==> config.mk <==
export PLATFORM = sky130hd
export DESIGN_NAME = ccc_device_flat
export DESIGN_NICKNAME = d
export VERILOG_FILES = /design/src/hdl/ccc_pkg.sv /design/src/hdl/ccc_if.sv /design/src/hdl/ccc_device.sv /design/src/flat_wrapper.sv
export SDC_FILE = /design/constraint.sdc
export NUM_CORES = 1
export LEC_CHECK = 0
export BUFFER_PORTS_ARGS = -buffer_cell sky130_fd_sc_hd__buf_4
export CAP_MARGIN = 20
export CORE_MARGIN = 1.5
export CORE_UTILIZATION = 65
export DETAILED_ROUTE_END_ITERATION = 7
export HOLD_SLACK_MARGIN = 0.15
export PLACE_DENSITY = 0.86
export REMOVE_ABC_BUFFERS = 1
export SYNTH_ARGS = -nofsm -noshare
export SYNTH_HDL_FRONTEND = slang
export SYNTH_SLANG_ARGS = --single-unit
==> constraint.sdc <==
create_clock -name clk -period 15.6 [get_ports clk]
set_clock_uncertainty 0.15 [all_clocks]
set_input_delay 4.68 -clock clk [delete_from_list [all_inputs] [get_ports clk]]
set_output_delay 4.68 -clock clk [all_outputs]
set_load 0.03 [all_outputs]
==> src/hdl/ccc_pkg.sv <==
// Constants, command codes and helpers shared by both ends of the
// codec channel control command port.
// Assumes both ends run on the same 100 MHz clock.
package ccc_pkg;

  // Command codes; the lowest command bit selects read
  localparam logic [7:0] CMD_MASK_WR = 8'h6c;
  localparam logic [7:0] CMD_MASK_RD = 8'h6d;
  localparam logic [7:0] CMD_OPC_WR  = 8'h70;
  localparam logic [7:0] CMD_OPC_RD  = 8'h71;
  localparam logic [7:0] CMD_REV_RD  = 8'h73;
  localparam logic [7:0] CMD_GX_WR   = 8'h80;
  localparam logic [7:0] CMD_GX_RD   = 8'h81;
  localparam logic [7:0] CMD_GR_WR   = 8'h82;
  localparam logic [7:0] CMD_GR_RD   = 8'h83;
  localparam int         RW_BIT      = 0;

  // Data byte counts
  localparam logic [1:0] LEN_NONE = 2'h0;
  localparam logic [1:0] LEN_BYTE = 2'h1;
  localparam logic [1:0] LEN_WORD = 2'h2;

  // Reset values
  localparam logic [7:0]  MASK_RST = 8'hff;
  localparam logic [7:0]  OPC_RST  = 8'h00;
  localparam logic [15:0] GX_RST   = 16'ha9f0;
  localparam logic [15:0] GR_RST   = 16'h23a1;

  // Operating conditions field positions
  localparam int OPC_TX_CUT   = 7;
  localparam int OPC_RX_CUT   = 6;
  localparam int OPC_HPF_OFF  = 5;
  localparam int OPC_RX_LOSS  = 4;
  localparam int OPC_ARM_TX   = 3;
  localparam int OPC_IF_LOOP  = 2;
  localparam int OPC_DIG_LOOP = 1;
  localparam int OPC_TONE     = 0;

  // Coefficient nibble: sign above a 3-bit shift
  localparam int NIB_W    = 4;
  localparam int SIGN_POS = 3;
  localparam int SHIFT_W  = 3;
  localparam int TERMS    = 4;

  // Gain values are signed with 28 fraction bits
  localparam logic signed [31:0] ONE_Q28 = 32'sh1000_0000;

  // Test tone timing
  localparam int CLK_HZ           = 100_000_000;
  localparam int TONE_HZ          = 1000;
  localparam int TONE_HALF_CYCLES = CLK_HZ / (2 * TONE_HZ);

  function automatic logic [1:0] cmd_len(input logic [7:0] cmd);
    case (cmd)
      CMD_MASK_WR, CMD_MASK_RD, CMD_OPC_WR, CMD_OPC_RD,
      CMD_REV_RD: cmd_len = LEN_BYTE;
      CMD_GX_WR, CMD_GX_RD, CMD_GR_WR, CMD_GR_RD: cmd_len = LEN_WORD;
      default: cmd_len = LEN_NONE;
    endcase
  endfunction

  // Nested sign/shift product, terms taken 4, 3, 2, 1
  function automatic logic signed [31:0] gain_q28(
    input logic [15:0] c,
    input logic        add_one
  );
    logic signed [31:0] t;
    logic signed [31:0] term;
    logic [2:0]         m;
    t = ONE_Q28;
    for (int i = TERMS - 1; i >= 1; i--) begin
      m = c[NIB_W * i +: SHIFT_W];
      term = t >>> m;
      t = c[NIB_W * i + SIGN_POS] ? ONE_Q28 - term : ONE_Q28 + term;
    end
    m = c[SHIFT_W - 1:0];
    term = t >>> m;
    t = c[SIGN_POS] ? -term : term;
    gain_q28 = add_one ? t + ONE_Q28 : t;
  endfunction

endpackage

==> src/hdl/ccc_if.sv <==
// Byte-wide command port between host and codec control block.
// Assumes both ends share one clock; each strobe lasts one cycle.
interface ccc_if;
  logic [7:0] h2d_byte;
  logic       h2d_valid;
  logic [7:0] d2h_byte;
  logic       d2h_valid;

  modport dev (
    input  h2d_byte,
    input  h2d_valid,
    output d2h_byte,
    output d2h_valid
  );

  modport host (
    output h2d_byte,
    output h2d_valid,
    input  d2h_byte,
    input  d2h_valid
  );
endinterface

==> src/hdl/ccc_device.sv <==
// Codec channel control registers behind the command port.
// Assumes the host sends no byte while a read answer is being returned.
//
// Functional notes
// - mask written 6Ch, read 6Dh, one byte
// - masked detector change never pulls interrupt low
// - mask bit 2c is A, 2c+1 is B
// - mask resets to all ones
// - mask access ignores channel enable setting
// - conditions 70h/71h, eight fields, reset zero
// - cut bits disconnect transmit or receive path
// - receive cutoff also disables balance filter
// - highpass active at 0, bypassed at 1
// - loopback bit routes full digital loopback
// - tone bit injects 1 kHz receive tone
// - 73h returns revision byte, always
// - transmit gain 80h/81h, two nibble-coded bytes
// - sign bit 0 is plus, 1 minus
// - transmit gain is one plus nested product
// - fixed defaults kept apart from programmed words
// - receive gain 82h/83h, no leading one
// - select bit 0 default, 1 programmed
module ccc_device #(
  parameter int         TONE_HALF_CYCLES = ccc_pkg::TONE_HALF_CYCLES,
  // Arbitrary revision value
  parameter logic [7:0] REV_CODE         = 8'h5a,
  parameter int         DET_BITS         = 8
) (
  // Command port
  ccc_if.dev                 port,
  // Clock and reset
  input  wire logic          clk,
  input  wire logic          reset,
  // Detector pins and gain source selects
  input  wire logic [DET_BITS-1:0] detect_input_bit,
  input  wire logic          tx_gain_custom_select,
  input  wire logic          rx_gain_custom_select,
  // Interrupt and mask
  output logic               irq_n,
  output logic [3:0]         mask_detect_a_bits,
  output logic [3:0]         mask_detect_b_bits,
  // Channel operating conditions
  output logic               tx_path_cut,
  output logic               rx_path_cut,
  output logic               b_filter_on,
  output logic               tx_highpass_on,
  output logic               rx_loss_insert,
  output logic               arm_xmit_irq,
  output logic               interface_loopback,
  output logic               full_digital_loopback,
  output logic               receive_1khz_signal,
  // Gain coefficients in use and their values
  output logic [15:0]        transmit_gain_filter,
  output logic [15:0]        receive_gain_filter,
  output logic signed [31:0] tx_gain_value,
  output logic signed [31:0] rx_gain_value
);

  typedef enum logic [1:0] {
    ST_IDLE  = 2'b00,
    ST_WDATA = 2'b01,
    ST_RDATA = 2'b10
  } ccc_state_e;

  localparam int TCW = $clog2(TONE_HALF_CYCLES + 1);

  ccc_state_e         state_reg;
  logic [7:0]         cmd_reg;
  logic [1:0]         cnt_reg;
  logic [7:0]         wr_hi_reg;
  logic [7:0]         rd_lo_reg;
  logic [7:0]         d2h_byte_reg;
  logic               d2h_valid_reg;
  logic [7:0]         mask_reg;
  logic [7:0]         opc_reg;
  logic               b_on_reg;
  logic               hp_on_reg;
  logic [15:0]        gx_reg;
  logic [15:0]        gr_reg;
  logic [15:0]        gx_use_reg;
  logic [15:0]        gr_use_reg;
  logic signed [31:0] gx_val_reg;
  logic signed [31:0] gr_val_reg;
  logic [DET_BITS-1:0] det_s1_reg;
  logic [DET_BITS-1:0] det_s2_reg;
  logic [DET_BITS-1:0] det_prev_reg;
  logic [DET_BITS-1:0] pend_reg;
  logic               irq_n_reg;
  logic [TCW-1:0]     tone_cnt_reg;
  logic               tone_reg;

  logic               cmd_take;
  logic [1:0]         cmd_len;
  logic [15:0]        rd_word;
  logic               wr_commit;
  logic [15:0]        wr_word;
  logic               mask_touch;

  // Fixed defaults held apart from the programmed words
  localparam logic [15:0] GX_ROM = ccc_pkg::GX_RST;
  localparam logic [15:0] GR_ROM = ccc_pkg::GR_RST;

  // No channel enable input exists, so decode never depends on one
  assign cmd_take = (state_reg == ST_IDLE) && port.h2d_valid;
  assign cmd_len  = ccc_pkg::cmd_len(port.h2d_byte);
  assign wr_commit = (state_reg == ST_WDATA) && port.h2d_valid &&
                     (cnt_reg == ccc_pkg::LEN_BYTE);
  assign wr_word  = {wr_hi_reg, port.h2d_byte};
  assign mask_touch = cmd_take &&
    ((port.h2d_byte == ccc_pkg::CMD_MASK_WR) ||
     (port.h2d_byte == ccc_pkg::CMD_MASK_RD));

  // Read data; byte registers sit in the low byte
  always_comb begin
    case (port.h2d_byte)
      ccc_pkg::CMD_MASK_RD: rd_word = {8'h00, mask_reg};
      ccc_pkg::CMD_OPC_RD:  rd_word = {8'h00, opc_reg};
      ccc_pkg::CMD_REV_RD:  rd_word = {8'h00, REV_CODE};
      ccc_pkg::CMD_GX_RD:   rd_word = gx_reg;
      ccc_pkg::CMD_GR_RD:   rd_word = gr_reg;
      default:              rd_word = 16'h0000;
    endcase
  end

  // Command sequencer
  always_ff @(posedge clk) begin
    if (reset) begin
      state_reg     <= ST_IDLE;
      cmd_reg       <= 8'h00;
      cnt_reg       <= ccc_pkg::LEN_NONE;
      wr_hi_reg     <= 8'h00;
      rd_lo_reg     <= 8'h00;
      d2h_byte_reg  <= 8'h00;
      d2h_valid_reg <= 1'b0;
    end else begin
      d2h_valid_reg <= 1'b0;
      case (state_reg)
        ST_IDLE: begin
          if (cmd_take && cmd_len != ccc_pkg::LEN_NONE) begin
            cmd_reg <= port.h2d_byte;
            cnt_reg <= cmd_len;
            if (port.h2d_byte[ccc_pkg::RW_BIT]) begin
              d2h_valid_reg <= 1'b1;
              rd_lo_reg     <= rd_word[7:0];
              if (cmd_len == ccc_pkg::LEN_WORD) begin
                d2h_byte_reg <= rd_word[15:8];
                state_reg    <= ST_RDATA;
              end else begin
                d2h_byte_reg <= rd_word[7:0];
              end
            end else begin
              state_reg <= ST_WDATA;
            end
          end
        end
        ST_WDATA: begin
          if (port.h2d_valid) begin
            wr_hi_reg <= port.h2d_byte;
            cnt_reg   <= cnt_reg - ccc_pkg::LEN_BYTE;
            if (cnt_reg == ccc_pkg::LEN_BYTE) begin
              state_reg <= ST_IDLE;
            end
          end
        end
        ST_RDATA: begin
          d2h_byte_reg  <= rd_lo_reg;
          d2h_valid_reg <= 1'b1;
          state_reg     <= ST_IDLE;
        end
        default: state_reg <= ST_IDLE;
      endcase
    end
  end

  // Interrupt mask
  always_ff @(posedge clk) begin
    if (reset) begin
      mask_reg <= ccc_pkg::MASK_RST;
    end else if (wr_commit && cmd_reg == ccc_pkg::CMD_MASK_WR) begin
      mask_reg <= wr_word[7:0];
    end
  end

  // Operating conditions
  always_ff @(posedge clk) begin
    if (reset) begin
      opc_reg   <= ccc_pkg::OPC_RST;
      b_on_reg  <= ~ccc_pkg::OPC_RST[ccc_pkg::OPC_RX_CUT];
      hp_on_reg <= ~ccc_pkg::OPC_RST[ccc_pkg::OPC_HPF_OFF];
    end else if (wr_commit && cmd_reg == ccc_pkg::CMD_OPC_WR) begin
      opc_reg   <= wr_word[7:0];
      b_on_reg  <= ~wr_word[ccc_pkg::OPC_RX_CUT];
      hp_on_reg <= ~wr_word[ccc_pkg::OPC_HPF_OFF];
    end
  end

  // Programmed gain coefficients
  always_ff @(posedge clk) begin
    if (reset) begin
      gx_reg <= ccc_pkg::GX_RST;
      gr_reg <= ccc_pkg::GR_RST;
    end else if (wr_commit) begin
      if (cmd_reg == ccc_pkg::CMD_GX_WR) begin
        gx_reg <= wr_word;
      end
      if (cmd_reg == ccc_pkg::CMD_GR_WR) begin
        gr_reg <= wr_word;
      end
    end
  end

  // Gain source selection and evaluation
  always_ff @(posedge clk) begin
    if (reset) begin
      gx_use_reg <= GX_ROM;
      gr_use_reg <= GR_ROM;
      gx_val_reg <= ccc_pkg::ONE_Q28;
      gr_val_reg <= ccc_pkg::ONE_Q28;
    end else begin
      gx_use_reg <= tx_gain_custom_select ? gx_reg : GX_ROM;
      gr_use_reg <= rx_gain_custom_select ? gr_reg : GR_ROM;
      gx_val_reg <= ccc_pkg::gain_q28(gx_use_reg, 1'b1);
      gr_val_reg <= ccc_pkg::gain_q28(gr_use_reg, 1'b0);
    end
  end

  // Detector synchroniser and change capture
  always_ff @(posedge clk) begin
    if (reset) begin
      det_s1_reg   <= '0;
      det_s2_reg   <= '0;
      det_prev_reg <= '0;
    end else begin
      det_s1_reg   <= detect_input_bit;
      det_s2_reg   <= det_s1_reg;
      det_prev_reg <= det_s2_reg;
    end
  end

  // Pending change per detector bit; a new change beats the clear
  for (genvar b = 0; b < DET_BITS; b++) begin : g_pend
    always_ff @(posedge clk) begin
      if (reset) begin
        pend_reg[b] <= 1'b0;
      end else if ((det_s2_reg[b] ^ det_prev_reg[b]) && !mask_reg[b]) begin
        pend_reg[b] <= 1'b1;
      end else if (mask_touch) begin
        pend_reg[b] <= 1'b0;
      end
    end
  end

  always_ff @(posedge clk) begin
    if (reset) begin
      irq_n_reg <= 1'b1;
    end else begin
      irq_n_reg <= ~|(pend_reg & ~mask_reg);
    end
  end

  // Test tone square wave
  always_ff @(posedge clk) begin
    if (reset || !opc_reg[ccc_pkg::OPC_TONE]) begin
      tone_cnt_reg <= '0;
      tone_reg     <= 1'b0;
    end else if (tone_cnt_reg == TCW'(TONE_HALF_CYCLES - 1)) begin
      tone_cnt_reg <= '0;
      tone_reg     <= ~tone_reg;
    end else begin
      tone_cnt_reg <= tone_cnt_reg + 1'b1;
    end
  end

  assign port.d2h_byte  = d2h_byte_reg;
  assign port.d2h_valid = d2h_valid_reg;
  assign irq_n          = irq_n_reg;
  for (genvar c = 0; c < 4; c++) begin : g_mask
    assign mask_detect_a_bits[c] = mask_reg[2 * c];
    assign mask_detect_b_bits[c] = mask_reg[2 * c + 1];
  end
  assign tx_path_cut           = opc_reg[ccc_pkg::OPC_TX_CUT];
  assign rx_path_cut           = opc_reg[ccc_pkg::OPC_RX_CUT];
  assign b_filter_on           = b_on_reg;
  assign tx_highpass_on        = hp_on_reg;
  assign rx_loss_insert        = opc_reg[ccc_pkg::OPC_RX_LOSS];
  assign arm_xmit_irq          = opc_reg[ccc_pkg::OPC_ARM_TX];
  assign interface_loopback    = opc_reg[ccc_pkg::OPC_IF_LOOP];
  assign full_digital_loopback = opc_reg[ccc_pkg::OPC_DIG_LOOP];
  assign receive_1khz_signal   = tone_reg;
  assign transmit_gain_filter  = gx_use_reg;
  assign receive_gain_filter   = gr_use_reg;
  assign tx_gain_value         = gx_val_reg;
  assign rx_gain_value         = gr_val_reg;

endmodule

==> src/flat_wrapper.sv <==
// flat-port wrapper written by rule: the top's interface ports become plain ports
module ccc_device_flat 
#(
  parameter int         TONE_HALF_CYCLES = ccc_pkg::TONE_HALF_CYCLES,
                             
  parameter logic [7:0] REV_CODE         = 8'h5a,
  parameter int         DET_BITS         = 8
)
  (clk, reset, detect_input_bit, tx_gain_custom_select, rx_gain_custom_select, irq_n, mask_detect_a_bits, mask_detect_b_bits, tx_path_cut, rx_path_cut, b_filter_on, tx_highpass_on, rx_loss_insert, arm_xmit_irq, interface_loopback, full_digital_loopback, receive_1khz_signal, transmit_gain_filter, receive_gain_filter, tx_gain_value, rx_gain_value, port_h2d_byte, port_h2d_valid, port_d2h_byte, port_d2h_valid);
  ccc_if port_i ();
  input  wire logic clk;
  input  wire logic reset;
  input  wire logic [DET_BITS-1:0] detect_input_bit;
  input  wire logic tx_gain_custom_select;
  input  wire logic rx_gain_custom_select;
  output logic irq_n;
  output logic [3:0] mask_detect_a_bits;
  output logic [3:0] mask_detect_b_bits;
  output logic tx_path_cut;
  output logic rx_path_cut;
  output logic b_filter_on;
  output logic tx_highpass_on;
  output logic rx_loss_insert;
  output logic arm_xmit_irq;
  output logic interface_loopback;
  output logic full_digital_loopback;
  output logic receive_1khz_signal;
  output logic [15:0] transmit_gain_filter;
  output logic [15:0] receive_gain_filter;
  output logic signed [31:0] tx_gain_value;
  output logic signed [31:0] rx_gain_value;
  input wire logic [$bits(port_i.h2d_byte)-1:0] port_h2d_byte;
  input wire logic [$bits(port_i.h2d_valid)-1:0] port_h2d_valid;
  output wire logic [$bits(port_i.d2h_byte)-1:0] port_d2h_byte;
  output wire logic [$bits(port_i.d2h_valid)-1:0] port_d2h_valid;
  assign port_i.h2d_byte = port_h2d_byte;
  assign port_i.h2d_valid = port_h2d_valid;
  assign port_d2h_byte = port_i.d2h_byte;
  assign port_d2h_valid = port_i.d2h_valid;
  ccc_device #(.TONE_HALF_CYCLES(TONE_HALF_CYCLES), .REV_CODE(REV_CODE), .DET_BITS(DET_BITS)) u_core (.port(port_i), .clk(clk), .reset(reset), .detect_input_bit(detect_input_bit), .tx_gain_custom_select(tx_gain_custom_select), .rx_gain_custom_select(rx_gain_custom_select), .irq_n(irq_n), .mask_detect_a_bits(mask_detect_a_bits), .mask_detect_b_bits(mask_detect_b_bits), .tx_path_cut(tx_path_cut), .rx_path_cut(rx_path_cut), .b_filter_on(b_filter_on), .tx_highpass_on(tx_highpass_on), .rx_loss_insert(rx_loss_insert), .arm_xmit_irq(arm_xmit_irq), .interface_loopback(interface_loopback), .full_digital_loopback(full_digital_loopback), .receive_1khz_signal(receive_1khz_signal), .transmit_gain_filter(transmit_gain_filter), .receive_gain_filter(receive_gain_filter), .tx_gain_value(tx_gain_value), .rx_gain_value(rx_gain_value));
endmodule
==> run metrics <==
#FFs+latches synth=233; Setup crit end kind=register; Max Cap Viol=0; die area=33,800 µm²; Post-synth EDFFs=0; Crit Path Class=register to register; fin nets=roughly 2,900; period utilisation layout=around 58%; core area=around 32,000 µm²; Yosys warning count=0; Pwr Density=about 54 nW/µm²; CTS sink count=233; synth top area cells=dfxtp_1 22%, nor2_1 6.9%, mux2i_1 6.2%; Die Height=184 µm; crit path DAT=9.34 ns; vias per std cell=6.91; register area share after synthesis=a little over a fifth; post-CTS resize count=0; CTS tree=built; largest net degree at the start of global routing=73; Post-Syn Area=21,200 µm²; GRT Total Usage=38.4%; Inserted Clock Buffers=26; status=complete, no violations; first-pass GRT wire length=107,000 µm; number of H-tree levels=1; fillers=2,609; combinational cell fraction of total power=3.0%; Lkg Pwr=9.18 nW; post-synth top area share=22.0%; Net Switching=285 µW; register share of total power=between 40 and 50%; clk_lat worst skew=0.56 ns; grt ovf=0; gpl congestion=0.948; Main synth FF type=dfxtp_1; hold crit path type=register to register; Setup TNS Final=0 ns; Top-Level Pins=144; postcts setup bufs=0; final hold violations=0; Post-CTS Hold Buffers=0; unrepaired setup endpoints after global routing=false; Slew Limit Fails=0; Fmax=111 MHz; antenna cells=0; DRC viols=0; Max IR drop VDD=0.0910 mV; Via Count=~23,000; Synth Instances=roughly 2,900; CP Launch Type=register; final setup violation count=0; initial antenna violation count=0; worst slew pin tran=between 1 and 1.5 ns; Synth area leader=dfxtp_1; initial core utilization=65.6%; DRT Pass-1 Iters=7; HPWL after DPL=approximately 48,000 µm; antenna viol nets, final=0; WHS=about 0.29 ns; Switching Fraction=22.7%; number of global-route vias before repair=about 21,000; layout cells sized above 1=12.7%; standard-cell rows=66; clock root buffer=clkbuf_16; share of the core filled with cells=71.6%; Area growth, synth to finish=9.10%; Clock Power Share=between 40% and 50%; Port Buf Inserts=143; CP Max Fanout=24; internal power=approximately 970 µW; Distinct cells, synth=139; clock tree buffer depth=3; routed wire length=around 67,000 µm; initial DRC count=3,005; max_slew headroom=30.5%; Mapped Avg Cell Area=7.44 µm²; Die W=184 µm; Clock transition at path regs=0.06 ns; Critical Path RT=15.90 ns; ys async rst share=0%; drt wl/cell=20.2 µm; fin crit period=approximately 9 ns
-- worst max-delay path, cell delays in order (launching register included) --
cell and delay, ns:
dfxtp_1 0.85, nand2_1 0.22, or2_2 0.33, ha_1 0.32, nand2b_1 0.28, a21oi_1 0.31, o2bb2ai_1 0.17, a211oi_2 0.53
o31ai_2 0.26, or4_1 0.75, nor4_2 0.38, a21oi_1 0.20, a32o_1 0.34, a2111o_1 0.38, nor3_1 0.62, a21o_1 0.27
xor2_1 0.10, a2111oi_0 0.58, a21oi_1 0.20, nor4_1 0.52, nand2_1 0.15, or3_1 0.47, o21ai_1 0.17, mux2_2 0.34
-- per-layer routing --
| layer | up-vias | share of wire, % | track usage, % |
|---|---|---|---|
| met3 | 135 | 9.2 | 5.37 |
| met4 | 0 | 2.5 | 12.0 |
| met1 | 10900 | 44 | 55.7 |
| met5 | - | 0 | 0 |
| li1 | 10700 | - | - |
| met2 | 1250 | 44 | 58.3 |
-- stage by stage --
step / cells / total power [mW] / setup WS [ns] / area (µm²)
2_1_floorplan: 2658 / 0.630 / 7.68 / 20400
5_1_grt: 3326 / 1.29 / 5.96 / 23200
3_3_place_gp: 3277 / 0.651 / 7.08 / 22300
3_5_place_dp: 3277 / 0.652 / 6.89 / 22300
6_report: 3326 / 1.26 / 6.56 / 23200
4_1_cts: 3323 / 1.26 / 6.87 / 23100
-- cell usage in the layout (no fill, tap or decap), drive strengths merged, types with 20 or more instances in the layout --
master  count
and2       54
nor2b      43
o21ai     144
o31ai      46
inv        59
nand2     286
and3       29
nor3       88
o211ai     46
or3        22
nand2b     39
or2        31
a211oi     57
o221ai     23
clkbuf     38
nand3      70
mux2i     132
o22ai      23
o21a       26
nor4       35
nor2      392
dfxtp     233
ha         22
xor2       41
xnor2      81
a21oi     158
a221oi     27
nand4      33
a21o       20
buf       178
a31oi      34
-- worst paths after layout --
kind	from	to	slack, ns	depth (start not counted)
max	u_core.receive_gain_filter[13]$_SDFF_PP1_	u_core.rx_gain_value[27]$_SDFF_PP0_	6.56	23
max reg2reg	u_core.receive_gain_filter[13]$_SDFF_PP1_	u_core.rx_gain_value[27]$_SDFF_PP0_	6.56	23
min reg2reg	u_core.det_s1_reg[1]$_SDFF_PP0_	u_core.det_s2_reg[1]$_SDFF_PP0_	0.29	1
min	u_core.det_s1_reg[1]$_SDFF_PP0_	u_core.det_s2_reg[1]$_SDFF_PP0_	0.29	1
-- power groups by stage --
stage,clock (mW),sequential [mW],combinational [mW]
after floorplan,0,0.619,0.0109
after detailed placement,0,0.615,0.0367
after CTS,0.624,0.602,0.0370
final,0.617,0.603,0.0380
after global placement,0,0.615,0.0360
after global routing,0.646,0.603,0.0402
-- cell type report --
cell class	instances	area, µm²	area share, %
clock buffer	36	718	3.10
tap	442	553	2.39
inverter	62	233	1.00
clock inverter	10	145	0.626
multi-input combinational	2363	15500	66.8
timing repair buffer	180	1380	5.94
sequential	233	4660	20.1
-- synth_stat cells (30+ instances only) --
library cell	number
o211ai_1	42
nand2_1	283
and2_1	52
inv_1	54
nand2b_1	38
a211oi_1	53
dfxtp_1	233
a31oi_1	32
o21ai_0	121
nand4_1	30
nor2_1	391
o31ai_1	44
xor2_1	40
nor2b_1	43
clkbuf_1	149
nor3_1	83
xnor2_1	80
a21oi_1	155
nand3_1	69
mux2i_1	131
-- cells by family (layout without fill, tap and decap cells) --
group / count (synthesis) / count (layout) / synth area share [%]
xor+xnor: 122 / 122 / 5.10
simple gates: 1190 / 1190 / 27.8
buf+inv: 259 / 288 / 5.17
flops: 233 / 233 / 22.0
fa+ha+maj: 22 / 22 / 1.30
compound gates: 867 / 867 / 30.2
mux: 162 / 162 / 8.48
No activity file was read; power rests on OpenSTA's default activity.
